<file path="src/common/atc_consts.svh">
/*
 * Constants for the converter trigger and transfer control block:
 * register offsets, field positions, reset values and timing counts.
 * Assumes a byte-addressed local I/O port with 16-bit data.
 */
`ifndef ATC_CONSTS_SVH
`define ATC_CONSTS_SVH

// ****************************************************************
// Register offsets (byte addresses on the local I/O port)
// ****************************************************************
`define ATC_OFF_PACER_LO 8'h04
`define ATC_OFF_PACER_HI 8'h08
`define ATC_OFF_DAC_ONE 8'h10
`define ATC_OFF_DAC_TWO 8'h12
`define ATC_OFF_RESULT 8'h14
`define ATC_OFF_CTRL 8'h18
`define ATC_OFF_SWTRIG 8'h20

// ****************************************************************
// Converter control fields
// ****************************************************************
`define ATC_BIT_BMEN 0
`define ATC_BIT_INTEN 1
`define ATC_BIT_PACER 2
`define ATC_BIT_EXT 3
`define ATC_BIT_SCAN 4
`define ATC_MUX_LSB 5
`define ATC_MUX_MSB 8
`define ATC_GAIN_LSB 9
`define ATC_GAIN_MSB 12

// Status read at the control offset
`define ATC_BIT_DONE 0
`define ATC_BIT_OVR 1

// ****************************************************************
// Reset values
// ****************************************************************
`define ATC_CTRL_RST 16'h0000
`define ATC_DIV_RST 16'h0002
`define ATC_DAC_RST 12'h000
`define ATC_RESULT_RST 16'h0000

// ****************************************************************
// Timing
// ****************************************************************
`define ATC_CLK_PERIOD_NS 4
`define ATC_CONV_TIME_NS 8000
// Longest time, so the division rounds down
`define ATC_CONV_CYCLES (`ATC_CONV_TIME_NS / `ATC_CLK_PERIOD_NS)

// ****************************************************************
// Buffer
// ****************************************************************
`define ATC_FIFO_DEPTH 16
`define ATC_FIFO_WIDTH 16

`endif

</file>
<file path="src/common/atc_pkg.sv">
/*
 * Types for the converter trigger and transfer control block.
 * Assumes atc_consts.svh supplies all numeric constants.
 */
package atc_pkg;

   // ****************************************************************
   // Conversion sequencer states, one-hot
   // ****************************************************************
   typedef enum logic [1:0]
   {
      ATC_ST_IDLE = 2'b01,
      ATC_ST_CONV = 2'b10
   } atc_state_t;

endpackage : atc_pkg

</file>
<file path="src/core/atc_fifo.sv">
/*
 * Synchronous FIFO with valid/ready on both sides, storage in flops.
 * Assumes one clock; width and depth are parameters, depth a power of 2.
 */
`timescale 1ns/1ps
module atc_fifo #(
   parameter int W = 16,
   parameter int D = 16
) (
   // Clock and reset
   input wire logic clk_i,
   input wire logic arst_n_i,
   // Fill side
   input wire logic in_valid_i,
   output logic in_ready_o,
   input wire logic [W-1:0] in_data_i,
   // Drain side
   output logic out_valid_o,
   input wire logic out_ready_i,
   output logic [W-1:0] out_data_o
);
   localparam int AW = $clog2(D);

   logic [W-1:0] mem_q [D];
   logic [AW-1:0] wr_q, wr_d, rd_q, rd_d;
   logic [AW:0] cnt_q, cnt_d;
   logic push, pop;

   assign in_ready_o = (cnt_q != (AW+1)'(D));
   assign out_valid_o = (cnt_q != '0);
   assign out_data_o = mem_q[rd_q];
   assign push = in_valid_i & in_ready_o;
   assign pop = out_valid_o & out_ready_i;

   always_comb
   begin
      wr_d = push ? wr_q + 1'b1 : wr_q;
      rd_d = pop ? rd_q + 1'b1 : rd_q;
      cnt_d = cnt_q;
      if (push && !pop)
         cnt_d = cnt_q + 1'b1;
      else if (pop && !push)
         cnt_d = cnt_q - 1'b1;
   end

   always_ff @(posedge clk_i or negedge arst_n_i)
   begin
      if (!arst_n_i)
      begin
         wr_q <= '0;
         rd_q <= '0;
         cnt_q <= '0;
      end
      else
      begin
         wr_q <= wr_d;
         rd_q <= rd_d;
         cnt_q <= cnt_d;
      end
   end

   // ****************************************************************
   // Storage entries
   // ****************************************************************
   for (genvar i = 0; i < D; i++)
   begin : g_entry
      always_ff @(posedge clk_i or negedge arst_n_i)
      begin
         if (!arst_n_i)
            mem_q[i] <= '0;
         else if (push && (wr_q == AW'(i)))
            mem_q[i] <= in_data_i;
      end
   end

endmodule : atc_fifo

</file>
<file path="src/core/atc_ctrl.sv">
/*
 * Converter trigger selection, conversion sequencing, result delivery
 * (polling, interrupt, bus-master FIFO) and two output code registers.
 * Assumes a byte-addressed 16-bit local I/O port on clk_i, a converter
 * whose sample is stable at the end of the conversion time, and a
 * bus-master engine that drains the result stream.
 */
// Notes on behaviour
// - Done flag low during conversion, set when result readable.
// - External source selected: software and pacer triggers are ignored.
// - Source chosen by external select and pacer-or-software bits.
// - In software mode, a write to software trigger register while idle starts one conversion.
// - Pacer: two cascaded counters give periodic triggers.
// - External mode: each rising edge of trigger input while idle starts conversion.
// - External trigger works with bus-master, interrupt or polling.
// - Pacer works with bus-master or interrupt delivery.
// - Delivery chosen by interrupt and bus-master enable bits.
// - Reading result low byte clears done flag.
// - Conversion finishes within 8 us; host may wait instead.
// - Interrupt enabled: request raised when result becomes ready.
// - Bus-master enabled: results queue in FIFO and leave unaided.
// - Bus-master results go to host memory without processor work.
// - Two outputs, each driven from its last written code.
// - Output code is unsigned 12-bit, scale reference times code/4096.
// - Sixteen single-ended or eight differential inputs by board strap.
// - Overrun flag set when bus-master delivery loses data.
// - Auto-scan walks channels downward from programmed one to 0.
`timescale 1ns/1ps
`include "atc_consts.svh"
module atc_ctrl
   import atc_pkg::*;
(
   // Clock and reset
   input wire logic clk_i,
   input wire logic arst_n_i,
   // Local I/O port
   input wire logic [7:0] io_addr_i,
   input wire logic io_wr_i,
   input wire logic io_rd_i,
   input wire logic [15:0] io_wdata_i,
   output logic [15:0] io_rdata_o,
   // Board pins
   input wire logic external_trigger_input_i,
   input wire logic diff_mode_i,
   // Converter
   output logic adc_start_o,
   output logic [3:0] adc_channel_o,
   output logic [3:0] adc_gain_o,
   input wire logic [11:0] adc_sample_i,
   // Host interrupt
   output logic irq_o,
   // Bus-master stream
   output logic dma_valid_o,
   output logic [15:0] dma_data_o,
   input wire logic dma_ready_i,
   // Output codes
   output logic [11:0] analog_output_one_o,
   output logic [11:0] analog_output_two_o
);

   localparam logic [10:0] CONV_LAST = 11'(`ATC_CONV_CYCLES - 1);

   // ****************************************************************
   // Access decode
   // ****************************************************************
   logic wr_ctrl, wr_swtrig, wr_div1, wr_div2, wr_dac1, wr_dac2, rd_res;

   always_comb
   begin
      wr_ctrl = 1'b0;
      wr_swtrig = 1'b0;
      wr_div1 = 1'b0;
      wr_div2 = 1'b0;
      wr_dac1 = 1'b0;
      wr_dac2 = 1'b0;
      if (io_wr_i && io_addr_i == `ATC_OFF_CTRL)
         wr_ctrl = 1'b1;
      else if (io_wr_i && io_addr_i == `ATC_OFF_SWTRIG)
         wr_swtrig = 1'b1;
      else if (io_wr_i && io_addr_i == `ATC_OFF_PACER_LO)
         wr_div1 = 1'b1;
      else if (io_wr_i && io_addr_i == `ATC_OFF_PACER_HI)
         wr_div2 = 1'b1;
      else if (io_wr_i && io_addr_i == `ATC_OFF_DAC_ONE)
         wr_dac1 = 1'b1;
      else if (io_wr_i && io_addr_i == `ATC_OFF_DAC_TWO)
         wr_dac2 = 1'b1;
      rd_res = io_rd_i && (io_addr_i == `ATC_OFF_RESULT);
   end

   // ****************************************************************
   // Pin synchronisers
   // ****************************************************************
   // Level only moves once the second and third stages agree
   logic [2:0] ext_s_q, dif_s_q;
   logic ext_lvl_q, ext_lvl_d, dif_lvl_q, dif_lvl_d, ext_rise;

   always_comb
   begin
      ext_lvl_d = (ext_s_q[1] == ext_s_q[2]) ? ext_s_q[2] : ext_lvl_q;
      dif_lvl_d = (dif_s_q[1] == dif_s_q[2]) ? dif_s_q[2] : dif_lvl_q;
      ext_rise = ext_s_q[1] & ext_s_q[2] & ~ext_lvl_q;
   end

   always_ff @(posedge clk_i or negedge arst_n_i)
   begin
      if (!arst_n_i)
      begin
         ext_s_q <= 3'h0;
         dif_s_q <= 3'h0;
         ext_lvl_q <= 1'b0;
         dif_lvl_q <= 1'b0;
      end
      else
      begin
         ext_s_q <= {ext_s_q[1:0], external_trigger_input_i};
         dif_s_q <= {dif_s_q[1:0], diff_mode_i};
         ext_lvl_q <= ext_lvl_d;
         dif_lvl_q <= dif_lvl_d;
      end
   end

   // ****************************************************************
   // Control and output code registers
   // ****************************************************************
   logic [15:0] ctrl_q, ctrl_d, div1_q, div1_d, div2_q, div2_d;
   logic [11:0] dac1_q, dac1_d, dac2_q, dac2_d;
   logic sel_ext, sel_pacer, en_int, en_bm, en_scan;

   always_comb
   begin
      ctrl_d = wr_ctrl ? io_wdata_i : ctrl_q;
      div1_d = wr_div1 ? io_wdata_i : div1_q;
      div2_d = wr_div2 ? io_wdata_i : div2_q;
      dac1_d = wr_dac1 ? io_wdata_i[11:0] : dac1_q;
      dac2_d = wr_dac2 ? io_wdata_i[11:0] : dac2_q;
   end

   always_ff @(posedge clk_i or negedge arst_n_i)
   begin
      if (!arst_n_i)
      begin
         ctrl_q <= `ATC_CTRL_RST;
         div1_q <= `ATC_DIV_RST;
         div2_q <= `ATC_DIV_RST;
         dac1_q <= `ATC_DAC_RST;
         dac2_q <= `ATC_DAC_RST;
      end
      else
      begin
         ctrl_q <= ctrl_d;
         div1_q <= div1_d;
         div2_q <= div2_d;
         dac1_q <= dac1_d;
         dac2_q <= dac2_d;
      end
   end

   assign sel_ext = ctrl_q[`ATC_BIT_EXT];
   assign sel_pacer = ctrl_q[`ATC_BIT_PACER];
   assign en_int = ctrl_q[`ATC_BIT_INTEN];
   assign en_bm = ctrl_q[`ATC_BIT_BMEN];
   assign en_scan = ctrl_q[`ATC_BIT_SCAN];
   assign analog_output_one_o = dac1_q;
   assign analog_output_two_o = dac2_q;

   // ****************************************************************
   // Pacer: two cascaded down counters
   // ****************************************************************
   // A divisor of zero wraps and acts as 65536
   logic [15:0] cnt1_q, cnt1_d, cnt2_q, cnt2_d;
   logic pace, pacer_run;

   always_comb
   begin
      pacer_run = ~sel_ext & sel_pacer;
      cnt1_d = cnt1_q;
      cnt2_d = cnt2_q;
      pace = 1'b0;
      if (!pacer_run || wr_div1 || wr_div2)
      begin
         cnt1_d = div1_q;
         cnt2_d = div2_q;
      end
      else if (cnt1_q == 16'h0001)
      begin
         cnt1_d = div1_q;
         if (cnt2_q == 16'h0001)
         begin
            cnt2_d = div2_q;
            pace = 1'b1;
         end
         else
            cnt2_d = cnt2_q - 16'h0001;
      end
      else
         cnt1_d = cnt1_q - 16'h0001;
   end

   always_ff @(posedge clk_i or negedge arst_n_i)
   begin
      if (!arst_n_i)
      begin
         cnt1_q <= `ATC_DIV_RST;
         cnt2_q <= `ATC_DIV_RST;
      end
      else
      begin
         cnt1_q <= cnt1_d;
         cnt2_q <= cnt2_d;
      end
   end

   // ****************************************************************
   // Conversion sequencer and result delivery
   // ****************************************************************
   atc_state_t state_q, state_d;
   logic [10:0] conv_q, conv_d;
   logic [3:0] chan_q, chan_d, mux;
   logic [15:0] res_q, res_d;
   logic done_q, done_d, ovr_q, ovr_d, irq_q, irq_d, start_q, start_d;
   logic trig, conv_end, push, fifo_rdy;

   always_comb
   begin
      // Take the channel being written, so a reload sees the new field
      mux = ctrl_d[`ATC_MUX_MSB:`ATC_MUX_LSB];
      if (dif_lvl_q)
         mux[3] = 1'b0;
      // External selection masks both internal sources
      if (sel_ext)
         trig = ext_rise;
      else if (sel_pacer)
         trig = pace;
      else
         trig = wr_swtrig;
      state_d = state_q;
      conv_d = conv_q;
      chan_d = chan_q;
      res_d = res_q;
      start_d = 1'b0;
      conv_end = 1'b0;
      case (state_q)
         ATC_ST_IDLE:
         begin
            if (wr_ctrl)
               chan_d = mux;
            else if (trig)
            begin
               start_d = 1'b1;
               conv_d = CONV_LAST;
               state_d = ATC_ST_CONV;
            end
         end
         ATC_ST_CONV:
         begin
            // Triggers are not looked at here
            if (conv_q == 11'h000)
            begin
               conv_end = 1'b1;
               res_d = {chan_q, adc_sample_i};
               state_d = ATC_ST_IDLE;
               if (!en_scan)
                  chan_d = mux;
               else if (chan_q == 4'h0)
                  chan_d = mux;
               else
                  chan_d = chan_q - 4'h1;
            end
            else
               conv_d = conv_q - 11'h001;
         end
         default:
            state_d = ATC_ST_IDLE;
      endcase
      push = conv_end & en_bm;
      // Hardware set wins over a same-cycle clear
      done_d = done_q;
      if (start_d)
         done_d = 1'b0;
      else if (conv_end)
         done_d = 1'b1;
      else if (rd_res)
         done_d = 1'b0;
      irq_d = irq_q;
      if (conv_end && en_int)
         irq_d = 1'b1;
      else if (rd_res)
         irq_d = 1'b0;
      ovr_d = ovr_q;
      if (push && !fifo_rdy)
         ovr_d = 1'b1;
      else if (wr_ctrl)
         ovr_d = 1'b0;
   end

   always_ff @(posedge clk_i or negedge arst_n_i)
   begin
      if (!arst_n_i)
      begin
         state_q <= ATC_ST_IDLE;
         conv_q <= 11'h000;
         chan_q <= 4'h0;
         res_q <= `ATC_RESULT_RST;
         start_q <= 1'b0;
         done_q <= 1'b0;
         irq_q <= 1'b0;
         ovr_q <= 1'b0;
      end
      else
      begin
         state_q <= state_d;
         conv_q <= conv_d;
         chan_q <= chan_d;
         res_q <= res_d;
         start_q <= start_d;
         done_q <= done_d;
         irq_q <= irq_d;
         ovr_q <= ovr_d;
      end
   end

   assign adc_start_o = start_q;
   assign adc_channel_o = chan_q;
   assign adc_gain_o = ctrl_q[`ATC_GAIN_MSB:`ATC_GAIN_LSB];
   assign irq_o = irq_q;

   // ****************************************************************
   // Bus-master stream: FIFO then an output flop stage
   // ****************************************************************
   // A full FIFO drops the new result and flags overrun, since the
   // converter cannot be paused mid-stream
   logic fifo_vld, fifo_pop, dvld_q, dvld_d;
   logic [15:0] fifo_dat, ddat_q, ddat_d;

   atc_fifo #(
      .W(`ATC_FIFO_WIDTH),
      .D(`ATC_FIFO_DEPTH)
   ) u_fifo (
      .clk_i(clk_i),
      .arst_n_i(arst_n_i),
      .in_valid_i(push),
      .in_ready_o(fifo_rdy),
      .in_data_i(res_d),
      .out_valid_o(fifo_vld),
      .out_ready_i(fifo_pop),
      .out_data_o(fifo_dat)
   );

   always_comb
   begin
      fifo_pop = ~dvld_q | dma_ready_i;
      dvld_d = fifo_pop ? fifo_vld : dvld_q;
      ddat_d = (fifo_pop && fifo_vld) ? fifo_dat : ddat_q;
   end

   always_ff @(posedge clk_i or negedge arst_n_i)
   begin
      if (!arst_n_i)
      begin
         dvld_q <= 1'b0;
         ddat_q <= 16'h0000;
      end
      else
      begin
         dvld_q <= dvld_d;
         ddat_q <= ddat_d;
      end
   end

   assign dma_valid_o = dvld_q;
   assign dma_data_o = ddat_q;

   // ****************************************************************
   // Read data
   // ****************************************************************
   logic [15:0] rdat_q, rdat_d;

   always_comb
   begin
      rdat_d = 16'h0000;
      if (io_rd_i && io_addr_i == `ATC_OFF_CTRL)
      begin
         rdat_d[`ATC_BIT_DONE] = done_q;
         rdat_d[`ATC_BIT_OVR] = ovr_q;
      end
      else if (rd_res)
         rdat_d = res_q;
      else if (io_rd_i && io_addr_i == `ATC_OFF_PACER_LO)
         rdat_d = div1_q;
      else if (io_rd_i && io_addr_i == `ATC_OFF_PACER_HI)
         rdat_d = div2_q;
   end

   always_ff @(posedge clk_i or negedge arst_n_i)
   begin
      if (!arst_n_i)
         rdat_q <= 16'h0000;
      else
         rdat_q <= rdat_d;
   end

   assign io_rdata_o = rdat_q;

endmodule : atc_ctrl

</file>
<file path="config.mk">
export PLATFORM = sky130hd
export DESIGN_NAME = atc_ctrl
export DESIGN_NICKNAME = d
export VERILOG_FILES = /design/src/common/atc_pkg.sv /design/src/core/atc_fifo.sv /design/src/core/atc_ctrl.sv
export VERILOG_INCLUDE_DIRS = /design/src /design/src/common
export SDC_FILE = /design/constraint.sdc
export NUM_CORES = 1
export LEC_CHECK = 0
export BUFFER_PORTS_ARGS = -buffer_cell sky130_fd_sc_hd__buf_4
export CAP_MARGIN = 10
export CORE_ASPECT_RATIO = 1.5
export CORE_MARGIN = 5
export CORE_UTILIZATION = 50
export CTS_BUF_LIST = sky130_fd_sc_hd__clkbuf_4 sky130_fd_sc_hd__clkbuf_8
export DETAILED_ROUTE_END_ITERATION = 8
export PLACE_DENSITY = 0.73
export REMOVE_ABC_BUFFERS = 1
export SETUP_SLACK_MARGIN = 0.2
export SLEW_MARGIN = 20
export SYNTH_ARGS = -nofsm -noshare
export SYNTH_HDL_FRONTEND = slang
export SYNTH_SLANG_ARGS = --single-unit
</file>
<file path="constraint.sdc">
create_clock -name clk_i -period 4.6 [get_ports clk_i]
set_input_delay 0 -clock clk_i [delete_from_list [all_inputs] [get_ports clk_i]]
set_output_delay 0 -clock clk_i [all_outputs]
set_load 0.02 [all_outputs]
</file>
* After elaboration in Yosys (flattened, before gate mapping) *
Cells that the tools add are included.

word-level totals
  flip-flop bits (word level) = 448
  bits in writable memories = 0
  bits of input ports = 43
  memories kept = 0
  output and inout bits = 67
  bits in latches = 0
  logic and storage cells = 215
  ROM bits = 0

operators by class
  $lt $le $gt $ge = 1
  add/sub/neg operators = 8
  equal/unequal tests = 34
  shifts and indexed selects = 0
  divide/modulo/power cells = 0
  muxes and demuxes = 69
  bitwise logic cells = 11
  reductions and logical operators = 50
  multipliers = 0

operators by type and width
  cell                   number
  $mux 16                12
  $bmux 16 s4            1
  $mux 1                 38
  $mux 11                3
  $eq 16x1->1 const B    2
  $eq 4x4->1 const B     8
  $eq 8x5->1 const B     4
  $sub 16x1->16 const B  2
  $logic_and 1x1->1      31
  $pmux 11 s2            1
  $eq 4x3->1 const B     4
  $mux 4                 4
  $mux 14                1
  $logic_not 11->1       1
  $sub 11x1->11 const B  1
  $mux 5                 2
  $ne 2x2->1 const B     5
  $reduce_bool 2->1      5
  $mux 9                 1
  $add 4x1->4 const B    2
  $eq 4x2->1 const B     2
  $eq 8x3->1 const B     1
  $eq 8x4->1 const B     1
  $eq 8x6->1 const B     1
  other kinds (23)       40

* Longest topological paths before layout *
Gate-level depths: netlist of run 1.

  depth after elaboration = 14
  gate-level depth with buffers = 12

* Cells and area by module *
Synthesis of run 1 repeated with hierarchy kept, for this count alone.

unflattened totals
  cell total of the unflattened synthesis = 1526
  area, all modules = 20468.4 sq um

by module, submodules not included
  module    cells each  area each (sq um)  times used
  atc_fifo  847         12587.1            1
  atc_ctrl  679         7881.3             1

* Worst setup path before layout of run 1 *
OpenSTA, ideal clock, no wires.

  path type = register to register
  start point = register u_fifo.cnt_q[0]
  end point = register u_fifo.cnt_q[4]
  data required time = 4477 ps
  path buffers = 1
  arrival time = 2838 ps
  slack = 1640 ps
  stages on the path, launching flop included = 12
  path through = dfrtp_1 or4_1 o21ai_0 clkbuf_1 ha_1 inv_1 fa_1 a21o_1 a21oi_1 xnor2_1 nor2_1 xnor2_1

on the way
  longest elaborated chain between the ends = 5

RTL lines
  item                                                 RTL line        source
  start: declaration                                   atc_fifo.sv:26  logic [AW:0] cnt_q, cnt_d;
  start signal: assignment                             atc_fifo.sv:58  cnt_q <= cnt_d;
  branches (longest 5 deep; another with $sub 5x1->5)  -

Parallel ways; which one is timed is not known. The select of a mux whose other input is x is not followed.
A chain may end at the register's enable or synchronous reset.

* Final worst setup path of run 1 *
  start point = register conv_q[8]
  end point = register u_fifo.cnt_q[4]

on the way
  longest elaborated chain between the ends = 8

RTL lines
  item                                RTL line         source
  start: declaration                  atc_ctrl.sv:218  logic [10:0] conv_q, conv_d;
  start signal: assignment            atc_ctrl.sv:313  conv_q <= conv_d;
  $logic_not 11->1 *                  atc_ctrl.sv:258  if (conv_q == 11'h000)
  $mux 1 *                            atc_ctrl.sv:258
  $mux 1 *                            atc_ctrl.sv:243  case (state_q)
  $and 1x1->1 *                       atc_ctrl.sv:276  push = conv_end & en_bm;
  $and 1x1->1 *                       atc_fifo.sv:32   assign push = in_valid_i & in_ready_o;
  via u_fifo.push                     atc_fifo.sv:27   logic push, pop;
  $logic_not 1->1                     atc_fifo.sv:42   else if (pop && !push)
  $logic_and 1x1->1                   atc_fifo.sv:42
  $reduce_bool 2->1 (no source line)  -

Mark *: on every way through the listed nets, which the timed path passes. The rest lies on a longest branch.

==> results of run 1 <==
-- path summary, 6_finish.rpt --
check                      cells after the start  slack, ns               to                      from
max                                           11       1.30  u_fifo.cnt_q[4]                 conv_q[8]
min                                            2       0.02  u_fifo.cnt_q[1]                  arst_n_i
max reg2reg                                   11       1.30  u_fifo.cnt_q[4]                 conv_q[8]
min reg2reg                                    0       0.35       ext_s_q[1]                ext_s_q[0]
max in group asynchronous                      3       3.39    io_rdata_o[9]                  arst_n_i
min in group clk_i                             2       0.03       ext_s_q[0]  external_trigger_input_i
-- metal layers --
metal	routed length (um)	vias up	part of all wire, %	GRT usage (%)
li1	-	5522	-	-
met1	18400	6523	39	25.8
met2	25100	289	53	38.1
met3	1910	90	4.1	3.52
met4	1570	0	3.3	8.87
met5	0	-	0	0
-- cells by family (layout without fill, tap and decap cells) --
group | count (synthesis) | after routing | share of synthesized area, %
simple gates | 241 | 241 | 6.28
flops | 448 | 448 | 55.6
xor+xnor | 25 | 25 | 1.09
compound gates | 117 | 117 | 3.86
other cells | 0 | 1 | 0
mux | 453 | 453 | 29.7
buf+inv | 108 | 317 | 2.29
fa+ha+maj | 19 | 19 | 1.20
-- through the flow --
stage | area (um^2) | cells | power (mW) | util, % | setup slack [ns]
2_1_floorplan | 19800 | 1324 | 5.18 | - | 0.492
3_3_place_gp | 21500 | 1960 | 5.64 | 53.6 | 1.39
3_5_place_dp | 21500 | 1960 | 5.67 | 53.6 | 1.33
4_1_cts | 23400 | 2126 | 9.17 | 58.4 | 1.30
5_1_grt | 23400 | 2127 | 9.47 | 58.4 | 0.989
6_report | 23400 | 2127 | 9.05 | 58.4 | 1.30
-- sequential cells by signal (all words and copies together), names as in the netlist, 11 cells and up --
register / count
u_fifo.mem_q: 256
cnt1_q: 16
cnt2_q: 16
div1_q: 16
div2_q: 16
dma_data_o: 16
io_rdata_o: 16
res_q: 16
ctrl_q: 13
analog_output_one_o: 12
analog_output_two_o: 12
conv_q: 11
-- cells in the final DEF (no fill, tap or decap), types with 4 or more instances in the layout --
| master | n |
|---|---|
| ha_1 | 17 |
| xor2_1 | 4 |
| o2bb2ai_1 | 9 |
| clkbuf_8 | 89 |
| nand3_2 | 4 |
| nand2_1 | 89 |
| a21oi_1 | 15 |
| dfstp_2 | 5 |
| inv_1 | 21 |
| buf_12 | 5 |
| nand4_1 | 9 |
| and3_1 | 4 |
| nand3b_2 | 4 |
| xnor2_1 | 21 |
| o21ai_0 | 36 |
| nor3b_2 | 4 |
| clkinv_2 | 5 |
| mux2_2 | 359 |
| o31ai_1 | 6 |
| nand2b_1 | 7 |
| nor2_1 | 43 |
| a22oi_1 | 17 |
| nor4b_1 | 4 |
| clkbuf_4 | 23 |
| dlygate4sd3_1 | 44 |
| a21o_1 | 4 |
| mux4_2 | 80 |
| nand3_1 | 15 |
| mux2i_1 | 13 |
| nor4_1 | 14 |
| nor3b_1 | 4 |
| buf_4 | 124 |
| nor3_1 | 16 |
| dfrtp_1 | 440 |
-- worst max-delay path, cell delays in order (launching register included) --
cell     delay (ns)
dfrtp_1        0.43
nor4_2         0.43
nand4_2        0.31
nor3_1         0.55
ha_1           0.30
inv_1          0.11
fa_1           0.41
a21o_1         0.18
a21oi_1        0.17
xnor2_1        0.13
nor2_1         0.06
xnor2_1        0.12
-- final cells by class --
class | instances | area share [%]
clock buffers | 112 | 5.97
clock inverters | 10 | 0.278
well taps | 506 | 2.71
flip-flops and latches | 448 | 48.0
repair buffers | 174 | 6.35
diodes | 1 | 0.0107
inverters | 21 | 0.337
multi-input cells | 855 | 36.4
-- power by group through the flow --
stage	Combinational, mW	Clock [mW]	Sequential (mW)
finish	1.18	3.45	4.43
global route	1.28	3.71	4.47
CTS	1.19	3.54	4.44
detailed placement	1.16	0	4.51
global placement	1.14	0	4.50
floorplan	0.690	0	4.49
==> flow_summary_export.csv, run 1 <==
group,metric,value,unit
status,status,"finished, final reports clean",
pwr,p_per_area,387,nW/um^2
clocking,cts.sinks,448,
logic_synthesis,yosys.area.top_type,"dfrtp_1",
drt,postRouteAntennaNets,0,
sta,rsz0062_at_grt,"false",
critical_path,critPathRequiredTime,5.10,ns
floorplanning,fp.coreArea,40100,um^2
logic_synthesis,synth_seq_cells,448,
sta,final-hold-violation-count,0,
global_routing,grt_max_degree,133,
sta,worst_pin_slew,0.994,ns
drt,via_per_inst,5.84,
pwr,p_int,6.59,mW
clocking,root_buffer,"clkbuf_8",
critical_path,worstSetupPathType,"reg -> reg",
drt,wl,47000,um
critical_path,critical_path_arrival,3.80,ns
clocking,ctsResizeCount,0,
logic_synthesis,ys_types,68,
logic_synthesis,yosysSeqAreaShare,55.6,%
critical_path,crit_path_start_kind,"register",
global_routing,grt_first_pass_wirelength,75300,um
pwr,clkPwrFrac,38.1,%
pwr,combPwrFrac,13.0,%
clocking,cts_tree,"yes",
critical_path,end_kind,"register",
drt,drt_iter0_drc,819,
pwr,sw_frac_of_total,27.2,%
logic_synthesis,syn_area,20200,um^2
sta,holdWs,0.0177,ns
logic_synthesis,yosysWarnings,0,
cells_and_area,multi_input_area,8520,um^2
min_path,hold_path_class,"in -> async",
logic_synthesis,synth_commonest_cells,"443 x dfrtp_1, 359 x mux2_2, 89 x nand2_1, 80 x mux4_2, 48 x clkbuf_1",
placement,dp_hpwl,29700,um
floorplanning,die_h,256,um
pwr,netSwitchingPower,2.46,mW
logic_synthesis,synthTopCellsByArea,"dfrtp_1 55%, mux2_2 20%, mux4_2 8.9%, nand2_1 1.7%, ha_1 1.1%",
critical_path,crit_fanout,8,
logic_synthesis,synth_edf_count,0,
logic_synthesis,syn_inst,1411,
floorplanning,die_area,44600,um^2
drt,drcViolationCount,0,
logic_synthesis,postSynthAreaPerCell,14.3,um^2
placement,io_buffers,109,
sta,slew-limit-headroom,33.4,%
placement,place_congestion,0.884,
clocking,cts_buffers,68,
global_routing,grt_pass1_vias,13300,
cells_and_area,regArea,11200,um^2
clocking,h-tree-depth,3,
clocking,cts_buffer_depth,3,
pwr,ir_drop,311,uV
drt,drtPass1Iterations,4,
sta,skew,0.0283,ns
floorplanning,die_x,174,um
clocking,clk_pin_slew_worst_paths,0.07,ns
pwr,pwr-share-seq,48.9,%
global_routing,gr-total-overflow,0,
global_routing,grtUsageTotal,21.4,%
floorplanning,ioPinCount,110,
sta,fin_setup_tns,0,ns
floorplanning,initial_core_util,50.3,%
floorplanning,rows,90,
clocking,post_cts_buffers,0,
cells_and_area,drive_above_1_share,44.8,%
global_routing,antenna_found_initial,1,
logic_synthesis,synth.most_common_cell,"dfrtp_1",
job,maxCapViolCount,0,
sta,setup_viol,0,
clocking,worst_skew_pair.late_latency,0.63,ns
logic_synthesis,async_flop_share,100,%
sta,max_clock_freq,303,MHz
sta,drv_slew,0,
cells_and_area,n_fill_cell,3131,
drt,wl_per_cell,22.1,um
clocking,cts_hold_buffers,44,
cells_and_area,layout.nets,1629,
sta,min_period_over_period,71.8,%
cells_and_area,area_growth_syn_to_layout,16.0,%
pwr,p_leak,11.4,nW
sta,min_period,3.30,ns
logic_synthesis,yosysTopAreaCellShare,54.9,%
logic_synthesis,synth_flop_cell,"dfrtp_1",
drt,vias,12400,
No activity file was read; power rests on OpenSTA's default activity.
==> run 2, diff against run 1 <==
--- a/config.mk
+++ b/config.mk
@@ -6,6 +6,7 @@
 export SDC_FILE = /design/constraint.sdc
 export NUM_CORES = 1
 export LEC_CHECK = 0
+export ABC_AREA = 1
 export BUFFER_PORTS_ARGS = -buffer_cell sky130_fd_sc_hd__buf_4
 export CAP_MARGIN = 10
 export CORE_ASPECT_RATIO = 1.5
==> constraint.sdc (replaced) <==
create_clock -name clk_i -period 3.05 [get_ports clk_i]
set_input_delay 0 -clock clk_i [delete_from_list [all_inputs] [get_ports clk_i]]
set_output_delay 0 -clock clk_i [all_outputs]
set_load 0.02 [all_outputs]
==> flow_summary_export.csv, run 2 <==
group,metric,value,unit
critical_path,crit_fanout,4,
pwr,power.total,16.8,mW
critical_path,end_kind,"register",
clocking,clk_pin_slew_worst_paths,0.06,ns
cells_and_area,layout.nets,2852,
sta,setup_viol,0,
sta,min_period_over_period,89.2,%
critical_path,critPathRequiredTime,3.55,ns
global_routing,grtUsageTotal,26.8,%
logic_synthesis,yosysSeqAreaShare,52.0,%
min_path,hold_path_class,"in -> reg",
critical_path,worst_path_max_delay_cell,"fa_1",
global_routing,grt_first_pass_wirelength,105000,um
critical_path,worst-path-buf-inv,2,
clocking,root_buffer,"clkbuf_8",
logic_synthesis,syn_inst,2649,
sta,slew-limit-headroom,36.9,%
critical_path,crit_path_start_kind,"register",
sta,min_period,2.72,ns
drt,vias,19500,
pwr,p_per_area,670,nW/um^2
clocking,cts_buffers,70,
cells_and_area,regMostFlops,"u_fifo.mem_q",
drt,via_per_inst,5.71,
critical_path,critPathMaxStageDelay,0.43,ns
sta,worst_pin_slew,0.947,ns
critical_path,crit_chain,"inv_1 -> ha_1 -> nand2_2 -> nor2_4 -> nand4_2 -> nor2_4 -> ha_2 -> inv_1 -> fa_1 -> a21o_1 -> a21oi_1 -> nand2_1 -> nand2_1 -> nor2_1 -> xor2_1",
placement,io_buffers,109,
floorplanning,initial_core_util,50.4,%
sta,rsz0062_at_grt,"false",
clocking,h-tree-depth,3,
floorplanning,die_h,264,um
floorplanning,fp.coreArea,42800,um^2
sta,drv_slew,0,
logic_synthesis,synth_flop_cell,"dfrtp_1",
placement,dp_hpwl,41600,um
cells_and_area,final_common_cell,"nand2_1",
cells_and_area,area_growth_syn_to_layout,15.8,%
cells_and_area,drive_above_1_share,12.9,%
critical_path,worstSetupPathType,"reg -> reg",
status,status,"finished, final reports clean",
global_routing,gr-total-overflow,0,
critical_path,crit_family,"adder cells",
logic_synthesis,synthTopCellsByArea,"dfrtp_1 51%, nand2_1 14%, nand3_1 7.4%, nor2_1 5.5%, o21ai_0 5.4%",
logic_synthesis,async_flop_share,100,%
drt,drt_iter0_drc,1940,
logic_synthesis,ys_types,45,
drt,drtPass1Iterations,6,
logic_synthesis,yosysTopAreaCellShare,51.4,%
drt,drcViolationCount,0,
floorplanning,die_area,47500,um^2
clocking,cts.sinks,448,
logic_synthesis,synth_commonest_cells,"786 x nand2_1, 443 x dfrtp_1, 321 x nand3_1, 315 x nor2_1, 233 x o21ai_0",
drt,wl,64500,um
logic_synthesis,synth_edf_count,0,
clocking,cts_tree,"yes",
cells_and_area,n_fill_cell,3814,
global_routing,antenna_found_initial,1,
sta,final-hold-violation-count,0,
drt,wl_per_cell,18.9,um
sta,skew,0.0321,ns
placement,place_congestion,0.902,
critical_path,critical_path_arrival,3.22,ns
clocking,post_cts_buffers,0,
job,maxCapViolCount,0,
clocking,cts_buffer_depth,3,
global_routing,grt_pass1_vias,19700,
logic_synthesis,synth.most_common_cell,"nand2_1",
logic_synthesis,syn_area,21600,um^2
floorplanning,die_x,180,um
clocking,worst_skew_pair.late_latency,0.64,ns
pwr,ir_drop,544,uV
floorplanning,rows,93,
logic_synthesis,synth_seq_cells,448,
pwr,p_leak,11.8,nW
logic_synthesis,postSynthAreaPerCell,8.15,um^2
cells_and_area,layout_common_cells,"786 x nand2_1, 440 x dfrtp_1, 321 x nand3_1",
sta,max_clock_freq,368,MHz
floorplanning,ioPinCount,110,
logic_synthesis,yosysWarnings,0,
cells_and_area,final_util,58.4,%
cells_and_area,largest_register_ffs,256,
global_routing,grt_max_degree,131,
logic_synthesis,yosys.area.top_type,"dfrtp_1",
drt,postRouteAntennaNets,0,
==> run 2: cell type report <==
class                   instances  area (um^2)  share of cell area [%]
multi-input cells            1919         9110                    36.4
clock inverters                 8         55.1                   0.220
flip-flops and latches        448        11200                    44.9
well taps                     570          713                    2.85
repair buffers                236         2090                    8.37
clock buffers                 113         1360                    5.45
inverters                     116          437                    1.75
diodes                          1         2.50                  0.0100
==> run 2: repair_timing <==
item                                   CTS  global route
hold buffers                            55             0
gates resized for setup                  0             1
endpoints found under the hold margin  338             0
setup endpoints to repair                0             1
==> run 2: final timing paths <==
check                                 start                 to  slack, ns  depth (start not counted)
worst min-delay path            diff_mode_i         dif_s_q[0]       0.04                          2
worst max register to register    conv_q[0]    u_fifo.cnt_q[4]       0.33                         15
min in group asynchronous          arst_n_i  u_fifo.mem_q[174]       0.08                          2
max in group asynchronous          arst_n_i    u_fifo.mem_q[1]       2.04                          3
worst min register to register   dif_s_q[0]         dif_s_q[1]       0.36                          0
worst max-delay path              conv_q[0]    u_fifo.cnt_q[4]       0.33                         15
==> run 2: logic make-up (layout without fill, tap and decap cells) <==
logic type               Yosys count  after routing  synth area share, %
AO/OA/AOI/OAI                    388            388                 11.0
adder cells (fa/ha/maj)           19             19                 1.12
buffers and inverters            282            473                 5.83
flip-flops                       448            448                 52.0
AND/OR/NAND/NOR                 1476           1476                 28.6
multiplexers                       1              1               0.0522
XOR/XNOR                          35             35                 1.42
other                              0              1                    0
==> run 2: worst register-to-register path, cell delays in order (launching register included) <==
cell and delay, ns:
dfrtp_1 0.41, inv_1 0.11, ha_1 0.17, nand2_2 0.07, nor2_4 0.13, nand4_2 0.13, nor2_4 0.15, ha_2 0.22
inv_1 0.11, fa_1 0.43, a21o_1 0.19, a21oi_1 0.16, nand2_1 0.08, nand2_1 0.06, nor2_1 0.05, xor2_1 0.13
==> run 2: per-layer routing <==
| metal | track usage (%) | vias up | routed length [um] |
|---|---|---|---|
| met4 | 13.6 | 0 | 3290 |
| met1 | 32.1 | 9451 | 24400 |
| met5 | 0 | - | 0 |
| met2 | 46.4 | 864 | 32400 |
| met3 | 4.78 | 226 | 4400 |
| li1 | - | 8922 | - |
==> run 2: report_power, final <==
| part | switching (mW) | leakage, nW | internal [mW] |
|---|---|---|---|
| clock | 2.37 | 0.741 | 2.82 |
| combinational | 3.19 | 6.14 | 1.62 |
| sequential | 0.418 | 4.96 | 6.34 |
| total | 5.98 | 11.8 | 10.8 |
==> run 2: metrics by stage <==
| step | worst slack [ns] | hold WS, ns | cell area [um^2] | TNS [ns] | std cells |
|---|---|---|---|---|---|
| after global routing | 0.200 | 0.00999 | 25000 | 0 | 3411 |
| after floorplan | -2.93 | -0.296 | 20800 | -593.95 | 2483 |
| after detailed placement | 0.374 | 0.111 | 23000 | 0 | 3234 |
| after global placement | 0.391 | 0.110 | 23000 | 0 | 3234 |
| final | 0.330 | 0.0368 | 25000 | 0 | 3411 |
| after CTS | 0.353 | 0.00706 | 25000 | 0 | 3410 |
